<file path="config.mk">
export PLATFORM = sky130hd
export DESIGN_NAME = mnre_core
export DESIGN_NICKNAME = d
export VERILOG_FILES = /design/src/logic/mnre_pkg.sv /design/src/logic/mnre_mem_if.sv /design/src/logic/mnre_core.sv /design/src/logic/mnre_mem.sv /design/src/logic/mnre_alu.sv
export SDC_FILE = /design/constraint.sdc
export NUM_CORES = 2
export LEC_CHECK = 0
export BUFFER_PORTS_ARGS = -buffer_cell sky130_fd_sc_hd__buf_2
export CORE_MARGIN = 2
export CORE_UTILIZATION = 50
export CTS_BUF_LIST = sky130_fd_sc_hd__clkbuf_8 sky130_fd_sc_hd__clkbuf_16
export CTS_CLUSTER_SIZE = 12
export DETAILED_ROUTE_END_ITERATION = 12
export GPL_ROUTABILITY_DRIVEN = 0
export PLACE_DENSITY = 0.64
export SLEW_MARGIN = 0
export SYNTH_ARGS = -nofsm -noshare
export SYNTH_HDL_FRONTEND = slang
export SYNTH_HIERARCHICAL = 1
export SYNTH_SLANG_ARGS = --single-unit
</file>
<file path="constraint.sdc">
create_clock -name clk -period 5.4 [get_ports clk]
set_clock_uncertainty 0.15 [all_clocks]
set_input_delay 0 -clock clk [delete_from_list [all_inputs] [get_ports clk]]
set_output_delay 0 -clock clk [all_outputs]
set_load 0.02 [all_outputs]
</file>
<file path="src/logic/mnre_pkg.sv">
// shared constants, types and decode for the multiply/negate/return execution block
package mnre_pkg;

  // ==========================================================
  // opcode patterns
  localparam logic [7:0] OP_MUL_HI = 8'h34;
  localparam logic [6:0] OP_NEG_HI = 7'h16;
  localparam logic [15:0] OP_NOP = 16'h0000;
  localparam logic [15:0] OP_RETI = 16'h0005;
  localparam int NEG_SEL_BIT = 8;

  // ==========================================================
  // status bit positions
  localparam int FL_C = 0;
  localparam int FL_DC = 1;
  localparam int FL_Z = 2;
  localparam int FL_OV = 3;
  localparam int GIE_BIT = 4;

  // ==========================================================
  // register byte offsets on the avalon slave
  localparam logic [7:0] REG_INSTR = 8'h00;
  localparam logic [7:0] REG_WORKING_REGISTER = 8'h04;
  localparam logic [7:0] REG_PRODUCT_LOW = 8'h08;
  localparam logic [7:0] REG_PRODUCT_HIGH = 8'h0c;
  localparam logic [7:0] REG_ALUSTA = 8'h10;
  localparam logic [7:0] REG_CPU_STATUS_REGISTER = 8'h14;
  localparam logic [7:0] REG_PC = 8'h18;
  localparam logic [7:0] REG_PC_HIGH_LATCH = 8'h1c;
  localparam logic [7:0] REG_STACK = 8'h20;
  localparam logic [7:0] REG_FADDR = 8'h24;
  localparam logic [7:0] REG_FDATA = 8'h28;

  // ==========================================================
  // reset values and timing
  localparam logic [7:0] BYTE_RST = 8'h00;
  localparam logic [15:0] WORD_RST = 16'h0000;
  localparam logic [3:0] ALUSTA_RST = 4'h0;
  localparam logic [7:0] CPU_STATUS_REGISTER_RST = 8'h10;
  localparam logic [1:0] BUS_WAIT = 2'h1;
  localparam int Q_PHASES = 4;

  // ==========================================================
  // states and instruction kinds
  typedef enum logic [2:0] {
    ST_IDLE = 3'b000,
    ST_Q1 = 3'b001,
    ST_Q2 = 3'b011,
    ST_Q3 = 3'b010,
    ST_Q4 = 3'b110
  } mnre_state_type;

  typedef enum logic [1:0] {
    OPK_NOP = 2'h0,
    OPK_MUL = 2'h1,
    OPK_NEG = 2'h2,
    OPK_RETI = 2'h3
  } mnre_kind_type;

  // unknown opcodes fall back to no operation
  function automatic mnre_kind_type mnre_decode(logic [15:0] op);
    mnre_kind_type k;
    k = OPK_NOP;
    if (op[15:8] == OP_MUL_HI) begin
      k = OPK_MUL;
    end else if (op[15:9] == OP_NEG_HI) begin
      k = OPK_NEG;
    end else if (op == OP_RETI) begin
      k = OPK_RETI;
    end
    return k;
  endfunction

endpackage

</file>
<file path="src/logic/mnre_mem_if.sv">
// port bundle between the core and a small two-port memory
`timescale 1ns/1ps
interface mnre_mem_if #(
  parameter int AW = 8,
  parameter int DW = 8
) ();
  logic [AW-1:0] raddr;
  logic [AW-1:0] waddr;
  logic [DW-1:0] wdata;
  logic [DW-1:0] rdata;
  logic we;
  modport ctrl (output raddr, output waddr, output wdata, output we, input rdata);
  modport mem (input raddr, input waddr, input wdata, input we, output rdata);
endinterface

</file>
<file path="src/logic/mnre_core.sv">
// execution core for multiply, negate, no-operation and return from interrupt
`timescale 1ns/1ps
module mnre_core
  import mnre_pkg::*;
#(
  parameter int STACK_AW = 4
) (
  input wire logic clk, // 20 MHz system clock
  input wire logic rst, // synchronous reset, active high
  input wire logic [7:0] avs_address, // byte address
  input wire logic avs_read, // read request
  input wire logic avs_write, // write request
  input wire logic [31:0] avs_writedata, // write data
  input wire logic [3:0] avs_byteenable, // byte lanes
  output logic [31:0] avs_readdata, // read data
  output logic avs_waitrequest // stall
);
  import mnre_pkg::*;

  // ==========================================================
  // state
  typedef struct packed {
    mnre_state_type st;
    logic second;
    mnre_kind_type kind;
    logic [15:0] op;
    logic [7:0] working_register;
    logic [7:0] product_low;
    logic [7:0] product_high;
    logic [3:0] alusta;
    logic [7:0] cpu_status_register;
    logic [15:0] pc;
    logic [7:0] pc_high_latch;
    logic [STACK_AW-1:0] sp;
    logic [7:0] faddr;
    logic waitreq;
    logic [1:0] bcnt;
    logic [31:0] rdata;
  } mnre_regs_type;

  mnre_regs_type s_r;
  mnre_regs_type s_nxt;

  if (STACK_AW < 1 || STACK_AW > 8) begin : g_chk
    $error("mnre_core: STACK_AW out of range");
  end

  mnre_mem_if #(.AW(8), .DW(8)) fm ();
  mnre_mem_if #(.AW(STACK_AW), .DW(16)) sm ();

  logic [15:0] alu_prod;
  logic [7:0] alu_neg;
  logic [3:0] alu_flags;
  logic busy;
  logic acc_wr;
  logic exec_fwe;

  function automatic logic [7:0] merge8(logic [7:0] old, logic [31:0] d, logic [3:0] be);
    return be[0] ? d[7:0] : old;
  endfunction

  function automatic logic [15:0] merge16(logic [15:0] old, logic [31:0] d, logic [3:0] be);
    return {be[1] ? d[15:8] : old[15:8], be[0] ? d[7:0] : old[7:0]};
  endfunction

  // ==========================================================
  // datapath and memories
  mnre_alu u_alu (
    .w_in(s_r.working_register),
    .f_in(fm.rdata),
    .prod(alu_prod),
    .neg(alu_neg),
    .flags(alu_flags)
  );

  mnre_mem #(.AW(8), .DW(8)) u_file (
    .clk(clk),
    .rst(rst),
    .port(fm.mem)
  );

  mnre_mem #(.AW(STACK_AW), .DW(16)) u_stack (
    .clk(clk),
    .rst(rst),
    .port(sm.mem)
  );

  assign busy = (s_r.st != ST_IDLE);
  assign acc_wr = avs_write & ~s_r.waitreq;
  // operand read in Q2, held through Q4 since the address is the latched opcode
  assign exec_fwe = (s_r.st == ST_Q4) && (s_r.kind == OPK_NEG);

  assign fm.raddr = busy ? s_r.op[7:0] : s_r.faddr;
  assign fm.waddr = busy ? s_r.op[7:0] : s_r.faddr;
  assign fm.wdata = busy ? alu_neg : avs_writedata[7:0];
  assign fm.we = exec_fwe | (acc_wr && avs_address == REG_FDATA && avs_byteenable[0]);

  // stack top is always presented, so the pop in Q4 needs no extra read cycle
  assign sm.raddr = STACK_AW'(s_r.sp - 1'b1);
  assign sm.waddr = s_r.sp;
  assign sm.wdata = avs_writedata[15:0];
  assign sm.we = acc_wr && avs_address == REG_STACK;

  // ==========================================================
  // next state
  always_comb begin
    logic [31:0] rd;
    rd = '0;
    s_nxt = s_r;
    case (avs_address)
      REG_INSTR: rd = {16'h0000, s_r.op};
      REG_WORKING_REGISTER: rd = {24'h000000, s_r.working_register};
      REG_PRODUCT_LOW: rd = {24'h000000, s_r.product_low};
      REG_PRODUCT_HIGH: rd = {24'h000000, s_r.product_high};
      REG_ALUSTA: rd = {28'h0000000, s_r.alusta};
      REG_CPU_STATUS_REGISTER: rd = {24'h000000, s_r.cpu_status_register};
      REG_PC: rd = {16'h0000, s_r.pc};
      REG_PC_HIGH_LATCH: rd = {24'h000000, s_r.pc_high_latch};
      REG_STACK: rd = {16'h0000, sm.rdata};
      REG_FADDR: rd = {24'h000000, s_r.faddr};
      REG_FDATA: rd = {24'h000000, fm.rdata};
      default: rd = '0;
    endcase

    // bus: every access waits while an instruction runs
    if ((avs_read | avs_write) && s_r.waitreq) begin
      if (!busy) begin
        if (s_r.bcnt == BUS_WAIT) begin
          s_nxt.waitreq = 1'b0;
          s_nxt.bcnt = 2'h0;
          s_nxt.rdata = rd;
        end else begin
          s_nxt.bcnt = 2'(s_r.bcnt + 2'h1);
        end
      end
    end else begin
      s_nxt.waitreq = 1'b1;
      s_nxt.bcnt = 2'h0;
    end

    if (acc_wr) begin
      case (avs_address)
        REG_INSTR: begin
          s_nxt.op = merge16(s_r.op, avs_writedata, avs_byteenable);
          s_nxt.st = ST_Q1;
          s_nxt.second = 1'b0;
        end
        REG_WORKING_REGISTER: s_nxt.working_register = merge8(s_r.working_register, avs_writedata, avs_byteenable);
        REG_PRODUCT_LOW: s_nxt.product_low = merge8(s_r.product_low, avs_writedata, avs_byteenable);
        REG_PRODUCT_HIGH: s_nxt.product_high = merge8(s_r.product_high, avs_writedata, avs_byteenable);
        REG_ALUSTA: s_nxt.alusta = avs_byteenable[0] ? avs_writedata[3:0] : s_r.alusta;
        REG_CPU_STATUS_REGISTER: s_nxt.cpu_status_register = merge8(s_r.cpu_status_register, avs_writedata, avs_byteenable);
        REG_PC: s_nxt.pc = merge16(s_r.pc, avs_writedata, avs_byteenable);
        REG_PC_HIGH_LATCH: s_nxt.pc_high_latch = merge8(s_r.pc_high_latch, avs_writedata, avs_byteenable);
        REG_STACK: s_nxt.sp = STACK_AW'(s_r.sp + 1'b1);
        REG_FADDR: s_nxt.faddr = merge8(s_r.faddr, avs_writedata, avs_byteenable);
        default: ;
      endcase
    end

    // execution, one Q phase per clock
    case (s_r.st)
      ST_IDLE: ;
      ST_Q1: begin
        // the second cycle of a return decodes as nothing
        s_nxt.kind = s_r.second ? OPK_NOP : mnre_decode(s_r.op);
        s_nxt.st = ST_Q2;
      end
      ST_Q2: s_nxt.st = ST_Q3;
      ST_Q3: begin
        if (s_r.kind == OPK_RETI) begin
          s_nxt.cpu_status_register[GIE_BIT] = 1'b0;
        end
        s_nxt.st = ST_Q4;
      end
      ST_Q4: begin
        case (s_r.kind)
          OPK_MUL: begin
            s_nxt.product_high = alu_prod[15:8];
            s_nxt.product_low = alu_prod[7:0];
          end
          OPK_NEG: begin
            if (!s_r.op[NEG_SEL_BIT]) begin
              s_nxt.working_register = alu_neg;
            end
            s_nxt.alusta = alu_flags;
          end
          OPK_RETI: begin
            s_nxt.pc = sm.rdata;
            s_nxt.sp = STACK_AW'(s_r.sp - 1'b1);
          end
          default: ;
        endcase
        if (s_r.kind == OPK_RETI && !s_r.second) begin
          s_nxt.second = 1'b1;
          s_nxt.st = ST_Q1;
        end else begin
          s_nxt.st = ST_IDLE;
        end
      end
      default: s_nxt.st = ST_IDLE;
    endcase
  end

  always_ff @(posedge clk) begin
    if (rst) begin
      s_r <= '{st: ST_IDLE, second: 1'b0, kind: OPK_NOP, op: WORD_RST, working_register: BYTE_RST,
               product_low: BYTE_RST, product_high: BYTE_RST, alusta: ALUSTA_RST, cpu_status_register: CPU_STATUS_REGISTER_RST,
               pc: WORD_RST, pc_high_latch: BYTE_RST, sp: '0, faddr: BYTE_RST, waitreq: 1'b1,
               bcnt: 2'h0, rdata: '0};
    end else begin
      s_r <= s_nxt;
    end
  end

  assign avs_readdata = s_r.rdata;
  assign avs_waitrequest = s_r.waitreq;

  logic q4_mul;
  logic q4_neg;
  logic q4_ret1;
  assign q4_mul = (s_r.st == ST_Q4) && (s_r.kind == OPK_MUL);
  assign q4_neg = (s_r.st == ST_Q4) && (s_r.kind == OPK_NEG);
  assign q4_ret1 = (s_r.st == ST_Q4) && (s_r.kind == OPK_RETI) && !s_r.second;
endmodule

</file>
<file path="src/logic/mnre_mem.sv">
// two-port memory with registered read data
`timescale 1ns/1ps
module mnre_mem #(
  parameter int AW = 8,
  parameter int DW = 8
) (
  input wire logic clk, // system clock
  input wire logic rst, // synchronous reset, active high
  mnre_mem_if.mem port // memory access bundle
);
  logic [DW-1:0] mem_r [2**AW];
  logic [DW-1:0] rdata_r;

  if (AW < 1 || AW > 12 || DW < 1) begin : g_chk
    $error("mnre_mem: unsupported geometry");
  end

  // write-before-read is not forwarded: a read of the same word sees old data
  always_ff @(posedge clk) begin
    if (port.we) begin
      mem_r[port.waddr] <= port.wdata;
    end
    if (rst) begin
      rdata_r <= '0;
    end else begin
      rdata_r <= mem_r[port.raddr];
    end
  end

  assign port.rdata = rdata_r;
endmodule

</file>
<file path="src/logic/mnre_alu.sv">
// multiplier and negator datapath
`timescale 1ns/1ps
module mnre_alu
  import mnre_pkg::*;
(
  input wire logic [7:0] w_in, // working register value
  input wire logic [7:0] f_in, // file register value
  output logic [15:0] prod, // unsigned product
  output logic [7:0] neg, // two's complement of w_in
  output logic [3:0] flags // flags of the negate
);
  logic [8:0] sum;
  logic [4:0] low;

  always_comb begin
    prod = 16'(w_in * f_in);
    sum = {1'b0, ~w_in} + 9'h001;
    low = {1'b0, ~w_in[3:0]} + 5'h01;
    neg = sum[7:0];
    flags = '0;
    flags[FL_C] = sum[8];
    flags[FL_DC] = low[4];
    flags[FL_Z] = (sum[7:0] == 8'h00);
    flags[FL_OV] = (w_in == 8'h80);
  end
endmodule

</file>
=== Word-level counts from Yosys, hierarchy flattened ===
Memories as Yosys holds them, arrays and structs flattened. A register that Yosys moved wholly into a read port is not among the register bits.
Index checks and enable logic that the tools add are counted.

* $lt $le $gt $ge: 0
* Bitwise gates (word level): 8
* Equality and inequality tests: 24
* Shift operators: 0
* Reductions and logical operators: 20
* Div/mod/pow operators: 0
* Multiplexer cells: 48
* $add $sub $neg: 5
* $mul: 1

{| class="wikitable"
|+ Operator list
! operator !! number
|-
| $pmux 16 s11 || 1
|-
| $mux 8 || 18
|-
| $mux 72 || 1
|-
| $mux 16 || 4
|-
| $eq 8x5->1 const B || 4
|-
| $eq 8x6->1 const B || 4
|-
| $mux 4 || 8
|-
| $mux 28 || 1
|-
| $reduce_and 3->1 || 6
|-
| $eq 16x3->1 const B || 1
|-
| $eq 8x4->1 const B || 2
|-
| $logic_not 8->1 || 2
|-
| $mul 8x8->16 || 1
|-
| $pmux 3 s5 || 1
|-
| $mux 2 || 5
|-
| $add 8x1->9 const B || 1
|-
| $mux 1 || 9
|-
| $eq 8x3->1 const B || 1
|-
| $eq 8x8->1 const B || 1
|-
| $not 8->8 || 1
|-
| $eq 7x5->1 const B || 1
|-
| $eq 3x2->1 const B || 2
|-
| $logic_and 1x1->1 || 6
|-
| $add 4x1->5 const B || 1
|-
| other kinds (18) || 24
|}

* Bits in latches: 0
* ROM bits: 0
* Output and inout port bits: 33
* Register bits after elaboration: 129
* Memories: 2
* Bits in writable memories: 2304
* Word-level logic and storage cells: 126

{| class="wikitable"
|+ Memory list
! name !! words !! bits a word !! read ports !! clocked after memory_dff !! write ports !! line !! RTL
|-
| u_file.mem_r || 256 || 8 || 1 || 1 || 1 || mnre_mem.sv:11 || <nowiki>logic [DW-1:0] mem_r [2**AW];</nowiki>
|-
| u_stack.mem_r || 16 || 16 || 1 || 1 || 1 || mnre_mem.sv:11 ||
|}

=== Logic depth before layout (Yosys ltp) ===
* Depth in word-level cells: 7
* Gate-level depth with buffers: 18

=== Cells and area by module ===
Netlist, hierarchy kept.

{| class="wikitable"
|+ Modules (own cells, without submodules)
! module !! cells each !! times used !! area each (sq um)
|-
| mnre_mem (u_file) || 4027 || 1 || 80597.3
|-
| mnre_mem (u_stack) || 539 || 1 || 10418.7
|-
| mnre_core || 703 || 1 || 6162.2
|-
| mnre_alu || 287 || 1 || 2384.8
|}

=== Worst setup path after synthesis ===
No wires, ideal clock.

* Kind: reg2reg
* From: register s_r[102] (netlist bit)
* To: register s_r[90] (netlist bit)
* Clock period less this slack: 4604 ps
* Setup slack: 796 ps
* Cell stages (with the launch flop): 19
* Arrival: 4369 ps
* Setup time: 86 ps
* Buffers on the path: 1
* Cell sequence: dfxtp_1 clkbuf_1 and2_1 fa_1 inv_1 fa_1 inv_1 fa_1 inv_1 fa_1 inv_1 ha_1 and3_1 a21boi_4 o41ai_4 o21bai_1 a211oi_2 nor2_1 a211oi_1

* Longest elaborated chain between the ends: 3

{| class="wikitable"
|+ RTL lines
! item !! line !! RTL
|-
| start: declaration || mnre_core.sv:41 || <nowiki>mnre_regs_type s_r;</nowiki>
|-
| start signal: assignment || mnre_core.sv:207 || <nowiki>s_r <= '{st: ST_IDLE, second: 1'b0, kind: OPK_NOP, op: WORD_RST, working_register: BYTE_RST,</nowiki>
|-
| start signal: assignment || mnre_core.sv:212 || <nowiki>s_r <= s_nxt;</nowiki>
|-
| $mul 8x8->16 || mnre_alu.sv:16 || <nowiki>prod = 16'(w_in * f_in);</nowiki>
|-
| net alu_prod[15] || mnre_core.sv:51 || <nowiki>logic [15:0] alu_prod;</nowiki>
|-
| $mux 16 || mnre_core.sv:177 || <nowiki>case (s_r.kind)</nowiki>
|-
| $mux 28 || mnre_core.sv:162 || <nowiki>case (s_r.st)</nowiki>
|}

The timed path passes the listed nets, and every way through them passes these cells.
A chain may end at the register's enable or synchronous reset.

=== Worst setup path in the final report ===
* From: register s_r[101] (netlist bit)
* To: register s_r[90] (netlist bit)

Same word-level chain as after synthesis.

==> impl_metrics.ini <==
[run_status]
status = finished clean

[power_and_ir_drop]
p_int_mw = 29.59
power.density_nw_per_um2 = 335.4
switching_share_pct = 20.82
leakagePower_nw = 35.95
fin_total_pwr_mw = 37.37
power_switching_mw = 7.781
combPwrFrac_pct = 2.7
power_frac_seq_pct = 56.5
irDropWorstVdd_v = 0.0003629
p_clk_share_pct = 40.7

[worst_setup_path]
cp_slowest_cell = dfxtp_1
cp_cell_sequence = nand2_1 > fa_1 > fa_1 > inv_1 > fa_1 > inv_1 > fa_1 > inv_1 > ha_1 > and3_1 > a21boi_4 > o41ai_4 > o21bai_1 > a211oi_2 > nor2_1 > a211oi_1
crit_top_cell = fa_1
critPathBufInv = 3
critPathArrivalTime_ns = 5.50
cp_max_fo = 13
worst_setup_path_end_kind = flip-flop
cp_top_family = adder cells
critPathMaxStageDelay_ns = 0.63
cp-start-kind = flip-flop
cp.required_ns = 5.98
critical_path_class = flip-flop to flip-flop

[floorplan]
die_h_um = 450.2
io_pins = 81
initial_core_util_pct = 50.38
rows = 163
core_area_um2 = 197600
die_area_um2 = 202700
fp.dieW_um = 450.2

[synthesis]
ys_seq_area_share_pct = 72.24
avgSynthCellArea_um2 = 17.92
postSynthCellCount = 5556
ys_dominant_reg_cell = edfxtp_1
synthDistinctLibCells = 101
syn_area_um2 = 99560
synth_async_sr_flop_share_pct = 0
yosysWarnings = 6
ys_ff_latch = 2441
synth_edf_count = 2304

[sta]
setup_tns_ns = 0
fmax_mhz = 203.2
worst_pin_slew_ns = 1.171
hold_viol = 0
setup_violations = 0
min_period_ns = 4.921
finalCritPeriodShare_pct = 91.13
maxSlewViolCount = 0
relSlewSlack_pct = 20.89
grt_setup_unrepaired = no

[clock_network]
htreeDepth = 4
max-clock-path-buffers = 3
cts_tree = yes
cts_hold_buf = 66
cts_buffers = 239
post_cts_resized = 0
root_buffer = clkbuf_16
cts.sinks = 2441
post_cts_buffers = 0
clk_latency_ns = 0.88
clk_pin_slew_worst_paths_ns = 0.06

[placement]
dpl_cell_area_um2 = 103700
placedCellCount = 8213
io_buffers = 46
place_hpwl_um = 163400

[route]
vias = 54120
vias_per_cell = 6.228
wl_per_cell_um = 29.95
first_pass_iters = 7
final_antenna_net_count = 0
drtIter0Drc = 6762
drc = 0
wl_um = 260300

[grt]
grt_pass1_vias = 53620
grt_pass1_wl_um = 377100
grt_max_degree = 161
track_usage_pct = 25.53
overflow = 0
antenna_found_initial = 8

[final_layout]
final_common_cell = edfxtp_1
seq_area_um2 = 71930
utilization_pct = 56.38
final_layout_size_suffix_gt1_share_pct = 18.11
layout.cells.non_filler = 8690
area_delta_synth_final_pct = 11.92
nNetsFinal = 6003
stdcell_area_um2 = 111400
multiInputGateArea_um2 = 25160
final_cell_mix = 2304 x edfxtp_1, 465 x mux2i_1, 433 x nor2_1, 355 x mux4_2, 303 x buf_4
nFillCells = 14920

[hold_path]
hold_class = input pin to flip-flop

[job]
maxCapViolations = 0
[power by group through the flow]
stage	clock [mW]	sequential [mW]	combinational [mW]
after detailed placement	0	21.5	0.995
after floorplan	0	21.6	0.432
after global placement	0	21.5	0.942
final	15.2	21.1	1.02
after global routing	16.2	21.1	1.10
after CTS	15.5	21.1	1.03
[synthesized netlist by cell type, types with 8 or more instances]
cell	number	area, um2
a311oi_1	17	148.9
a21oi_1	106	530.5
buf_2	58	290.3
xnor2_1	15	131.4
and3_1	11	68.82
nand3_1	85	425.4
nor4_1	23	143.9
buf_6	39	439.2
nand4_1	28	175.2
buf_8	22	330.3
a221oi_1	8	70.07
nand2_1	263	987.2
o221ai_1	75	656.9
a22oi_1	81	608.1
a21o_1	9	67.56
mux4_1	41	1077
mux4_2	355	7995
a2bb2oi_1	8	70.07
ha_1	39	488.0
dfxtp_1	137	2743
mux2i_1	465	4654
o22ai_1	108	675.7
fa_1	36	720.7
buf_12	19	380.4
o21ai_0	40	200.2
edfxtp_1	2304	69190
clkbuf_1	159	596.8
nand3b_1	8	60.06
buf_4	52	390.4
inv_1	71	266.5
mux2_2	31	349.1
a31oi_1	14	87.58
and2_1	50	312.8
buf_1	21	78.83
nor2_1	434	1629
nor3_1	51	255.2
a211oi_1	84	630.6
nand2b_1	10	62.56
nor2b_1	20	125.1
o2111ai_1	15	131.4
or3_1	8	50.05
[path summary, 6_finish.rpt]
| path | startpoint | endpoint | slack, ns | depth (start not counted) |
|---|---|---|---|---|
| hold reg to reg | avs_readdata[6] | avs_readdata[6] | 0.30 | 1 |
| setup reg to reg | s_r[101] | s_r[90] | 0.48 | 16 |
| hold / removal | avs_writedata[4] | u_stack/mem_r[8][4] | 0.07 | 3 |
| setup / recovery | s_r[101] | s_r[90] | 0.48 | 16 |
[metrics by stage]
stage                     worst slack (ns)  hold WS, ns
after detailed placement            0.5377       0.2790
after global routing                0.1989      0.05458
after floorplan                     0.7958     -0.05113
after global placement              0.5426       0.2555
final                               0.4790      0.06806
after CTS                           0.4755      0.02648
[tightest hold or removal path: cells and delay by family]
family / cells / cell delay, ns
buffers and inverters: 3 / 0.88
[sequential cells by signal (all words and copies together) (netlist names)]
signal	cells
u_stack/port.rdata	16
sm.waddr	4
u_file/mem_r	2048
avs_readdata	16
s_r	92
u_file/port.rdata	8
avs_waitrequest	1
u_stack/mem_r	256
[layout make-up]
class | instances | area share [%]
diodes | 2 | 0.004492
clock buffers | 251 | 5.546
repair buffers | 440 | 3.304
well taps | 2640 | 2.964
inverters | 72 | 0.2470
flip-flops and latches | 2441 | 64.55
clock inverters | 158 | 0.8051
multi-input cells | 2686 | 22.58
[cells by family after synthesis]
family	Yosys count	synth area share [%]
fa+ha+maj	75	1.214
other cells	1	0.003766
mux	892	14.14
simple gates	1036	4.745
compound gates	646	4.666
xor+xnor	21	0.1847
buf+inv	444	2.804
flops	2441	72.24
[per-layer routing]
layer  vias to the layer above  GRT usage [%]  wire [um]
li1                      22890              -          -
met1                     28240          34.69     102000
met2                      2499          41.16     125400
met3                       485          4.975      22330
met4                         2          9.496      10570
met5                         -              0         13
(Power assumes the default switching activity.)
